[config.mk]
export PLATFORM = sky130hd
export DESIGN_NAME = aicc_ctrl
export DESIGN_NICKNAME = d
export VERILOG_FILES = /design/src/inc/aicc_pkg.sv /design/src/design/aicc_ctrl.sv
export SDC_FILE = /design/constraint.sdc
export NUM_CORES = 1
export LEC_CHECK = 0
export BUFFER_PORTS_ARGS = -buffer_cell sky130_fd_sc_hd__clkbuf_2
export CAP_MARGIN = 10
export CORE_UTILIZATION = 30
export DETAILED_ROUTE_END_ITERATION = 8
export PLACE_DENSITY = 0.46
export SLEW_MARGIN = 10
export SYNTH_ARGS = -nofsm -noshare
export SYNTH_HDL_FRONTEND = slang
export SYNTH_SLANG_ARGS = --single-unit
[constraint.sdc]
create_clock -name CLOCK_I -period 9.2 [get_ports CLOCK_I]
set_input_delay 1.84 -clock CLOCK_I [delete_from_list [all_inputs] [get_ports CLOCK_I]]
set_output_delay 1.84 -clock CLOCK_I [all_outputs]
set_load 0.1 [all_outputs]
[src/inc/aicc_pkg.sv]
`default_nettype none

package aicc_pkg;

   ////////////////////////////////////////////////////////////////////////
   // Widths and counts.
   localparam int DW    = 8;
   localparam int AW    = 8;
   localparam int NPORT = 2;
   localparam int NGRP  = 2;
   localparam int NPIN  = NPORT * 8;
   localparam int RES_W = 12;
   localparam int CH_W  = 6;
   localparam int OUT_W = 16;

   ////////////////////////////////////////////////////////////////////////
   // Register offsets.
   localparam logic [AW-1:0] OFS_CTRL   = 8'h00;
   localparam logic [AW-1:0] OFS_PCH    = 8'h01;
   localparam logic [AW-1:0] OFS_NCH    = 8'h02;
   localparam logic [AW-1:0] OFS_ACQ    = 8'h03;
   localparam logic [AW-1:0] OFS_CLKDIV = 8'h04;
   localparam logic [AW-1:0] OFS_STAT   = 8'h05;
   localparam logic [AW-1:0] OFS_RES_L  = 8'h06;
   localparam logic [AW-1:0] OFS_RES_H  = 8'h07;
   localparam logic [AW-1:0] OFS_PREV_L = 8'h08;
   localparam logic [AW-1:0] OFS_PREV_H = 8'h09;
   // Group enables start here, one byte per group and port: g*NPORT+p.
   localparam logic [AW-1:0] OFS_GRP    = 8'h10;

   ////////////////////////////////////////////////////////////////////////
   // Field positions.
   localparam int CTRL_GO   = 0;
   localparam int CTRL_DIFF = 1;
   localparam int CTRL_CS   = 2;
   localparam int CTRL_REF  = 3;
   localparam int CTRL_DBL  = 4;
   localparam int CTRL_EN   = 7;
   localparam int STAT_DONE = 0;
   localparam int STAT_THR  = 1;
   localparam int STAT_BUSY = 2;
   localparam int STAT_NEG  = 3;

   ////////////////////////////////////////////////////////////////////////
   // Channel codes and converter constants.
   localparam logic [CH_W-1:0]  CH_GRP_BASE = 6'h20;
   localparam logic [RES_W-1:0] SAR_MID     = 12'h800;
   localparam logic [3:0]       SAR_TOP_BIT = 4'hB;
   localparam logic [CH_W-1:0]  PCH_RST     = 6'h00;
   localparam logic [7:0]       ACQ_RST     = 8'h00;
   localparam logic [5:0]       DIV_RST     = 6'h00;

   typedef enum logic [1:0] {
      PH_IDLE,
      PH_ACQ,
      PH_CONV,
      PH_STORE
   } aicc_phase_t;

   typedef struct packed {
      logic            diff;
      logic            cs;
      logic            ref_ext;
      logic            dbl;
      logic [CH_W-1:0] positive_channel_field;
      logic [CH_W-1:0] nch;
   } aicc_cfg_t;

   typedef struct packed {
      aicc_phase_t                     phase;
      logic                            en;
      aicc_cfg_t                       cfg;
      aicc_cfg_t                       act;
      logic [7:0]                      acq;
      logic [5:0]                      div;
      logic [NGRP*NPORT-1:0][7:0]      grp;
      logic [NGRP*NPORT-1:0][7:0]      grp_act;
      logic [6:0]                      div_cnt;
      logic [7:0]                      acq_cnt;
      logic [3:0]                      bit_idx;
      logic [RES_W-1:0]                code;
      logic                            second;
      logic [OUT_W-1:0]                res;
      logic [OUT_W-1:0]                prev;
      logic                            done_flag;
      logic                            thr_flag;
      logic [DW-1:0]                   rd_data;
      logic                            sample;
      logic [NPIN-1:0]                 pos_sw;
      logic                            wake;
      logic                            busy;
   } aicc_state_t;

endpackage : aicc_pkg

`default_nettype wire

[src/design/aicc_ctrl.sv]
// Our own choices: the register addresses and strobed register access.

`default_nettype none

module aicc_ctrl (
   input  wire logic                     CLOCK_I,
   input  wire logic                     RST_I,
   input  wire logic [aicc_pkg::AW-1:0]  ADDR_I,
   input  wire logic [aicc_pkg::DW-1:0]  WR_DATA_I,
   input  wire logic                     WR_I,
   input  wire logic                     RD_I,
   input  wire logic                     COMP_I,
   input  wire logic                     OSC_TICK_I,
   input  wire logic                     THR_EVT_I,
   input  wire logic                     SLEEP_I,
   output logic [aicc_pkg::DW-1:0]       RD_DATA_O,
   output logic                          SAMPLE_O,
   output logic [aicc_pkg::RES_W-1:0]    SAR_CODE_O,
   output logic [aicc_pkg::NPIN-1:0]     POS_SW_O,
   output logic [aicc_pkg::CH_W-1:0]     POS_CH_O,
   output logic [aicc_pkg::CH_W-1:0]     NEG_CH_O,
   output logic                          NEG_EN_O,
   output logic                          REF_EXT_O,
   output logic                          BUSY_O,
   output logic                          DONE_IRQ_O,
   output logic                          THR_IRQ_O,
   output logic                          WAKE_O
);

   ////////////////////////////////////////////////////////////////////////
   // Declarations.
   aicc_pkg::aicc_state_t              s_reg;
   aicc_pkg::aicc_state_t              s_next;
   logic [aicc_pkg::NPIN-1:0]          pin_sel;
   logic [aicc_pkg::NGRP-1:0]          grp_pick;
   logic [aicc_pkg::CH_W-1:0]          route_pch;
   logic [aicc_pkg::NGRP*aicc_pkg::NPORT-1:0][7:0] route_grp;

   ////////////////////////////////////////////////////////////////////////
   // Input routing.

   // The switches follow the programmed selection while idle and the frozen
   // copy during a sequence. Using the live copy while idle means the first
   // sampling cycle after a start already closes the new channel, never the
   // one left over from the previous conversion.
   assign route_pch = (s_reg.phase == aicc_pkg::PH_IDLE) ?
                      s_reg.cfg.positive_channel_field : s_reg.act.positive_channel_field;
   assign route_grp = (s_reg.phase == aicc_pkg::PH_IDLE) ?
                      s_reg.grp : s_reg.grp_act;

   // A group channel code picks that group's wired-OR input.
   genvar g;
   generate
      for (g = 0; g < aicc_pkg::NGRP; g++) begin : gen_grp
         assign grp_pick[g] = (route_pch ==
            aicc_pkg::CH_GRP_BASE + aicc_pkg::CH_W'(g));
      end
   endgenerate

   // Each pin closes when selected directly or through an enabled group.
   // The analog select bit of the pin plays no part, on purpose.
   genvar i;
   generate
      for (i = 0; i < aicc_pkg::NPIN; i++) begin : gen_pin
         logic [aicc_pkg::NGRP-1:0] in_grp;
         for (g = 0; g < aicc_pkg::NGRP; g++) begin : gen_mem
            // Only the picked group's register of this pin's port may enlist it.
            assign in_grp[g] = grp_pick[g] &
               route_grp[g*aicc_pkg::NPORT + i/8][i%8];
         end
         assign pin_sel[i] = (route_pch == aicc_pkg::CH_W'(i))
                           | (|in_grp);
      end
   endgenerate

   ////////////////////////////////////////////////////////////////////////
   // Next-state logic.

   // Bus, divider, sequencer and flags all resolve here in one pass.
   always_comb begin
      logic                        tick;
      logic                        start;
      logic                        abort;
      logic                        done_set;
      logic [aicc_pkg::RES_W-1:0]  offs;
      logic [aicc_pkg::OUT_W-1:0]  val;
      tick     = 1'b0;
      start    = 1'b0;
      abort    = 1'b0;
      done_set = 1'b0;
      offs     = s_reg.code ^ aicc_pkg::SAR_MID;
      val      = '0;
      s_next   = s_reg;
      s_next.rd_data = '0;
      s_next.wake    = 1'b0;

      // Conversion clock. The divided system clock stops in sleep, so
      // only the dedicated oscillator can finish a conversion there.
      if (s_reg.phase == aicc_pkg::PH_IDLE) begin
         s_next.div_cnt = '0;
      end else if (s_reg.act.cs) begin
         tick = OSC_TICK_I;
      end else if (SLEEP_I) begin
         s_next.div_cnt = s_reg.div_cnt;
      end else if (s_reg.div_cnt == {s_reg.div, 1'b1}) begin
         s_next.div_cnt = '0;
         tick           = 1'b1;
      end else begin
         s_next.div_cnt = s_reg.div_cnt + 7'h01;
      end

      // Register writes. Routing copies live in cfg until a start.
      if (WR_I) begin
         unique case (ADDR_I)
            aicc_pkg::OFS_CTRL: begin
               s_next.en          = WR_DATA_I[aicc_pkg::CTRL_EN];
               s_next.cfg.diff    = WR_DATA_I[aicc_pkg::CTRL_DIFF];
               s_next.cfg.cs      = WR_DATA_I[aicc_pkg::CTRL_CS];
               s_next.cfg.ref_ext = WR_DATA_I[aicc_pkg::CTRL_REF];
               s_next.cfg.dbl     = WR_DATA_I[aicc_pkg::CTRL_DBL];
               if (WR_DATA_I[aicc_pkg::CTRL_GO]) begin
                  start = WR_DATA_I[aicc_pkg::CTRL_EN] &&
                          (s_reg.phase == aicc_pkg::PH_IDLE);
               end else begin
                  abort = 1'b1;
               end
            end
            aicc_pkg::OFS_PCH: begin
               s_next.cfg.positive_channel_field = WR_DATA_I[aicc_pkg::CH_W-1:0];
            end
            aicc_pkg::OFS_NCH: begin
               s_next.cfg.nch = WR_DATA_I[aicc_pkg::CH_W-1:0];
            end
            aicc_pkg::OFS_ACQ: begin
               s_next.acq = WR_DATA_I;
            end
            aicc_pkg::OFS_CLKDIV: begin
               s_next.div = WR_DATA_I[5:0];
            end
            aicc_pkg::OFS_STAT: begin
               // Write one to clear; a same-cycle event wins below.
               if (WR_DATA_I[aicc_pkg::STAT_DONE]) begin
                  s_next.done_flag = 1'b0;
               end
               if (WR_DATA_I[aicc_pkg::STAT_THR]) begin
                  s_next.thr_flag = 1'b0;
               end
            end
            default: begin
               if (ADDR_I[7:2] == aicc_pkg::OFS_GRP[7:2]) begin
                  s_next.grp[ADDR_I[1:0]] = WR_DATA_I;
               end
            end
         endcase
      end

      // Register reads; the data stand only in the following cycle.
      if (RD_I) begin
         unique case (ADDR_I)
            aicc_pkg::OFS_CTRL: begin
               s_next.rd_data[aicc_pkg::CTRL_EN]   = s_reg.en;
               s_next.rd_data[aicc_pkg::CTRL_DIFF] = s_reg.cfg.diff;
               s_next.rd_data[aicc_pkg::CTRL_CS]   = s_reg.cfg.cs;
               s_next.rd_data[aicc_pkg::CTRL_REF]  = s_reg.cfg.ref_ext;
               s_next.rd_data[aicc_pkg::CTRL_DBL]  = s_reg.cfg.dbl;
               s_next.rd_data[aicc_pkg::CTRL_GO]   =
                  (s_reg.phase != aicc_pkg::PH_IDLE);
            end
            aicc_pkg::OFS_PCH: begin
               s_next.rd_data = {2'h0, s_reg.cfg.positive_channel_field};
            end
            aicc_pkg::OFS_NCH: begin
               s_next.rd_data = {2'h0, s_reg.cfg.nch};
            end
            aicc_pkg::OFS_ACQ: begin
               s_next.rd_data = s_reg.acq;
            end
            aicc_pkg::OFS_CLKDIV: begin
               s_next.rd_data = {2'h0, s_reg.div};
            end
            aicc_pkg::OFS_STAT: begin
               s_next.rd_data[aicc_pkg::STAT_DONE] = s_reg.done_flag;
               s_next.rd_data[aicc_pkg::STAT_THR]  = s_reg.thr_flag;
               s_next.rd_data[aicc_pkg::STAT_BUSY] =
                  (s_reg.phase != aicc_pkg::PH_IDLE);
               s_next.rd_data[aicc_pkg::STAT_NEG]  = s_reg.res[15];
            end
            aicc_pkg::OFS_RES_L: begin
               s_next.rd_data = s_reg.res[7:0];
            end
            aicc_pkg::OFS_RES_H: begin
               s_next.rd_data = s_reg.res[15:8];
            end
            aicc_pkg::OFS_PREV_L: begin
               s_next.rd_data = s_reg.prev[7:0];
            end
            aicc_pkg::OFS_PREV_H: begin
               s_next.rd_data = s_reg.prev[15:8];
            end
            default: begin
               if (ADDR_I[7:2] == aicc_pkg::OFS_GRP[7:2]) begin
                  s_next.rd_data = s_reg.grp[ADDR_I[1:0]];
               end
            end
         endcase
      end

      // Conversion sequencer.
      unique case (s_reg.phase)
         aicc_pkg::PH_IDLE: begin
            if (start) begin
               // Routing is frozen here and held until the next idle.
               s_next.act     = s_next.cfg;
               s_next.grp_act = s_next.grp;
               s_next.phase   = aicc_pkg::PH_ACQ;
               s_next.acq_cnt = '0;
               s_next.second  = 1'b0;
            end
         end
         aicc_pkg::PH_ACQ: begin
            if (tick) begin
               if (s_reg.acq_cnt == s_reg.acq) begin
                  s_next.phase   = aicc_pkg::PH_CONV;
                  s_next.bit_idx = aicc_pkg::SAR_TOP_BIT;
                  s_next.code    = aicc_pkg::SAR_MID;
               end else begin
                  s_next.acq_cnt = s_reg.acq_cnt + 8'h01;
               end
            end
         end
         aicc_pkg::PH_CONV: begin
            // One decision per converter clock, most significant first.
            if (tick) begin
               s_next.code[s_reg.bit_idx] = COMP_I;
               if (s_reg.bit_idx == 4'h0) begin
                  s_next.phase = aicc_pkg::PH_STORE;
               end else begin
                  s_next.code[s_reg.bit_idx - 4'h1] = 1'b1;
                  s_next.bit_idx = s_reg.bit_idx - 4'h1;
               end
            end
         end
         aicc_pkg::PH_STORE: begin
            // Differential codes are offset binary around mid-scale.
            if (s_reg.act.diff) begin
               val = {{4{offs[11]}}, offs};
            end else begin
               val = {4'h0, s_reg.code};
            end
            s_next.prev = s_reg.res;
            s_next.res  = val;
            if (s_reg.act.dbl && !s_reg.second) begin
               // Second sample reuses the frozen routing.
               s_next.second  = 1'b1;
               s_next.phase   = aicc_pkg::PH_ACQ;
               s_next.acq_cnt = '0;
            end else begin
               s_next.second = 1'b0;
               s_next.phase  = aicc_pkg::PH_IDLE;
               done_set      = 1'b1;
            end
         end
      endcase

      // Abort drops any partial result; the hold capacitor stays as is.
      // An abort in the store cycle keeps both results and the flag too, but the
      // first half of a double sample, once stored, stays in the result.
      if (abort || !s_next.en) begin
         s_next.phase  = aicc_pkg::PH_IDLE;
         s_next.second = 1'b0;
         s_next.res    = s_reg.res;
         s_next.prev   = s_reg.prev;
         done_set      = 1'b0;
      end

      // Events are applied last so that they beat a clear.
      if (done_set) begin
         s_next.done_flag = 1'b1;
      end
      if (THR_EVT_I) begin
         s_next.thr_flag = 1'b1;
      end
      s_next.wake = SLEEP_I & (done_set | THR_EVT_I);

      s_next.sample = (s_next.phase == aicc_pkg::PH_ACQ);
      s_next.pos_sw = s_next.sample ? pin_sel : '0;
      // Busy gets its own flop so that the pin carries no decode glitches.
      s_next.busy   = (s_next.phase != aicc_pkg::PH_IDLE);
   end

   ////////////////////////////////////////////////////////////////////////
   // State register.

   // Every field, outputs included, comes out of reset as zero.
   always_ff @(posedge CLOCK_I or posedge RST_I) begin
      if (RST_I) begin
         s_reg <= '0;
      end else begin
         s_reg <= s_next;
      end
   end

   ////////////////////////////////////////////////////////////////////////
   // Outputs, each a field of the state register.
   assign RD_DATA_O  = s_reg.rd_data;
   assign SAMPLE_O   = s_reg.sample;
   assign SAR_CODE_O = s_reg.code;
   assign POS_SW_O   = s_reg.pos_sw;
   assign POS_CH_O   = s_reg.act.positive_channel_field;
   assign NEG_CH_O   = s_reg.act.nch;
   assign NEG_EN_O   = s_reg.act.diff;
   assign REF_EXT_O  = s_reg.act.ref_ext;
   assign BUSY_O     = s_reg.busy;
   assign DONE_IRQ_O = s_reg.done_flag;
   assign THR_IRQ_O  = s_reg.thr_flag;
   assign WAKE_O     = s_reg.wake;

endmodule : aicc_ctrl

`default_nettype wire

==> impl_metrics.yaml <==
sta:
  rsz0062_at_grt: "no"
  drv_slew: 0
  setup_violations: 0
  finalHoldViolCount: 0
  period_needed_ps: 4270
  fin_setup_tns_ps: 0
  finClkSkew_ps: 14.7
  fmax_mhz: 234
  slew_headroom_pct: 24.0
  fin_crit_sh_pct: 46.4
  tightest_slew_ps: 1130
cts:
  root_buffer: "clkbuf_16"
  cts_buffer_depth: 2
  cts.sink_count: 200
  post-cts-setup-buffers: 0
  cts_resized: 0
  numCtsBuffers: 17
  h-tree-depth: 4
  hold_buffers: 0
  path_clk_slew_ps: 80
  cts_tree: "built"
  clk_latency_ps: 450
yosys:
  synth_edf_count: 0
  yosys_register_bits: 200
  synth.area.top_cells: "dfrtp_1 49%, mux2_2 9.7%, nand2_1 5.8%, nor2_1 4.8%, buf_4 3.5%"
  synth.distinct_cells: 64
  synth-seq-area-share_pct: 49.0
  yosys.area.top_type: "dfrtp_1"
  synth_most_common_cell: "dfrtp_1"
  yosysTopAreaCellShare_pct: 49.0
  syn-num-nets: 1060
  ys.flop_type: "dfrtp_1"
  yosysWarnings: 0
  synthArstFlopShare_pct: 100
  synthTopCellsByCount: "200 x dfrtp_1, 157 x nand2_1, 131 x nor2_1"
  syn-cell-area_sq_um: 10200
  synth_cells: 1033
  synth.avg_cell_area_sq_um: 9.89
min_path:
  hold_class: "flip-flop to flip-flop"
  whs_endpoint: "s_reg[124]$_DFFE_PP0P_"
  whs_path_depth: 2
  hold_start: "s_reg[124]$_DFFE_PP0P_"
worst_setup_path:
  crit_start: "ADDR_I[5]"
  crit_fanout: 16
  reg2reg_depth: 7
  cp.arrival_ps: 4610
  rrSetupSlack_ps: 5420
  crit_chain: "clkbuf_2 > or4_4 > nor2_1 > nand3_1 > mux2_2 > nor2_1 > nor2_1"
  r2r-start: "s_reg[205]$_DFF_PP0_"
  r2r-end: "POS_SW_O[11]$_DFF_PP0_"
  end_kind: "flip-flop"
  cp.buffers_inverters: 1
  slowest_delay_ps: 840
  path_delay_family: "simple AND/OR/NAND/NOR gates"
  worstSetupPathType: "input port to flip-flop"
  crit_path_top_delay_cell: "nor2_1"
  critPathLaunchType: "input port"
  cp.required_ps: 9550
  worst_path_most_repeated_cell: "nor2_1"
run:
  drv_cap: 0
placed_design:
  port-buffer-count: 78
  place.gp.congestion: 0.882
  dpl.hpwl_um: 21600
  dpl.cell_count: 1464
cells_and_area:
  num-nets-final: 1062
  largest_reg_flops: 145
  diodes: 0
  finalNonFillerCells: 1496
  drive_above_1_share_pct: 23.4
  fillCellCount: 3501
  final_util_pct: 33.4
  area_delta_synth_final_pct: 9.70
floorplan:
  die_h_um: 187
  core_area_sq_um: 33500
  die-width_um: 187
  std_cell_rows: 67
  pin_count: 79
  start_util_pct: 30.5
  dieArea_sq_um: 34800
route:
  drtIter0Drc: 671
  firstDrtPassIters: 5
  num_vias: 7766
  wl_per_cell_um: 21.0
  remaining_drc_errors: 0
  viasPerCell: 5.19
  drt.antenna.violating_nets: 0
  routed_wl_um: 31400
grt:
  grt_max_degree: 129
  grt_pass1_wl_um: 48900
  grt_pass1_vias: 7731
  grt_usage_pct: 18.5
  grt-ovfl-total: 0
  antenna_found_initial: 1
power_and_ir_drop:
  power.density_nw_per_um2: 160
  totalPowerFinal_mw: 1.79
  leakagePower_nw: 5.14
  max-vdd-ir-drop_v: 0.000127
status:
  outcome: "finished clean"
-- cell type report --
| type | count | area, sq um | share of cell area [%] |
|---|---|---|---|
| Clock buffer | 17 | 425 | 3.80 |
| Clock inverter | 15 | 151 | 1.35 |
| Inverter | 13 | 56.3 | 0.502 |
| Multi-Input combinational cell | 715 | 4540 | 40.5 |
| Sequential cell | 200 | 5000 | 44.7 |
| Tap cell | 448 | 561 | 5.00 |
| Timing Repair Buffer | 88 | 465 | 4.15 |
-- cells by family after synthesis --
family | after synthesis | synth area share [%]
DFF | 200 | 49.0
and+or+nand+nor | 374 | 16.0
muxes | 119 | 14.0
adders and majority gates | 3 | 0.368
AOI/OAI and AO/OA | 205 | 12.8
xor gates and xnor gates | 14 | 1.20
buffers and inverters | 118 | 6.75
-- where the power goes --
group	internal, mW	switching [mW]	leakage (nW)	total (mW)
clock network	0.365	0.392	0.279	0.757
registers	0.896	0.0187	2.75	0.915
logic	0.0366	0.0870	2.11	0.124
-- metal layers --
metal  up-vias  share of wire, %  routed length, um  GRT usage (%)
met5         -                 0                  0              0
met4         0               1.1                335           3.88
met3        22               4.4               1370           2.97
met2       225                44              13900           27.8
met1      3930                50              15800           27.9
li1       3589                 -                  -              -
-- worst min-delay path, delay by kind of cell, from the launching register on --
family / cells / cell delay, ps
flops: 1 / 340
simple gates: 2 / 120
-- how the worst max path moves through the flow --
stage	end	slack, ps	depth (start not counted)
global placement	NEG_CH_O[0]$_DFFE_PP0P_	4600	7
global route	NEG_CH_O[3]$_DFFE_PP0P_	4780	7
finish	NEG_CH_O[0]$_DFFE_PP0P_	4930	7
floorplan	BUSY_O$_DFF_PP0_	1910	1
detailed placement	NEG_CH_O[0]$_DFFE_PP0P_	4580	7
CTS	NEG_CH_O[0]$_DFFE_PP0P_	5050	7
-- placed cells by master (no fill, tap or decap), drive strengths merged, types with 5 or more instances in the layout --
| master | instances |
|---|---|
| a32o | 7 |
| or2 | 6 |
| buf | 10 |
| a22oi | 6 |
| a31oi | 8 |
| mux2i | 18 |
| or4 | 6 |
| mux2 | 93 |
| inv | 22 |
| a211oi | 5 |
| nand3 | 20 |
| clkbuf | 95 |
| a21o | 8 |
| o21ai | 51 |
| nor2 | 131 |
| o31ai | 10 |
| a311oi | 5 |
| a21oi | 65 |
| nand2 | 157 |
| nand2b | 10 |
| dfrtp | 200 |
| o211ai | 5 |
| nor2b | 6 |
| mux4 | 8 |
| a22o | 7 |
| o22ai | 6 |
| nor4 | 5 |
| xor2 | 10 |
| nor3 | 10 |
-- per-stage QoR --
step	worst slack [ps]	instance area (sq um)	hold slack, ps
floorplan	1910	10200	444
detailed placement	4580	10600	464
global placement	4600	10600	460
CTS	5050	11200	483
global route	4780	11200	503
finish	4930	11200	483
Note: power is estimated with default switching activity, not from simulation.
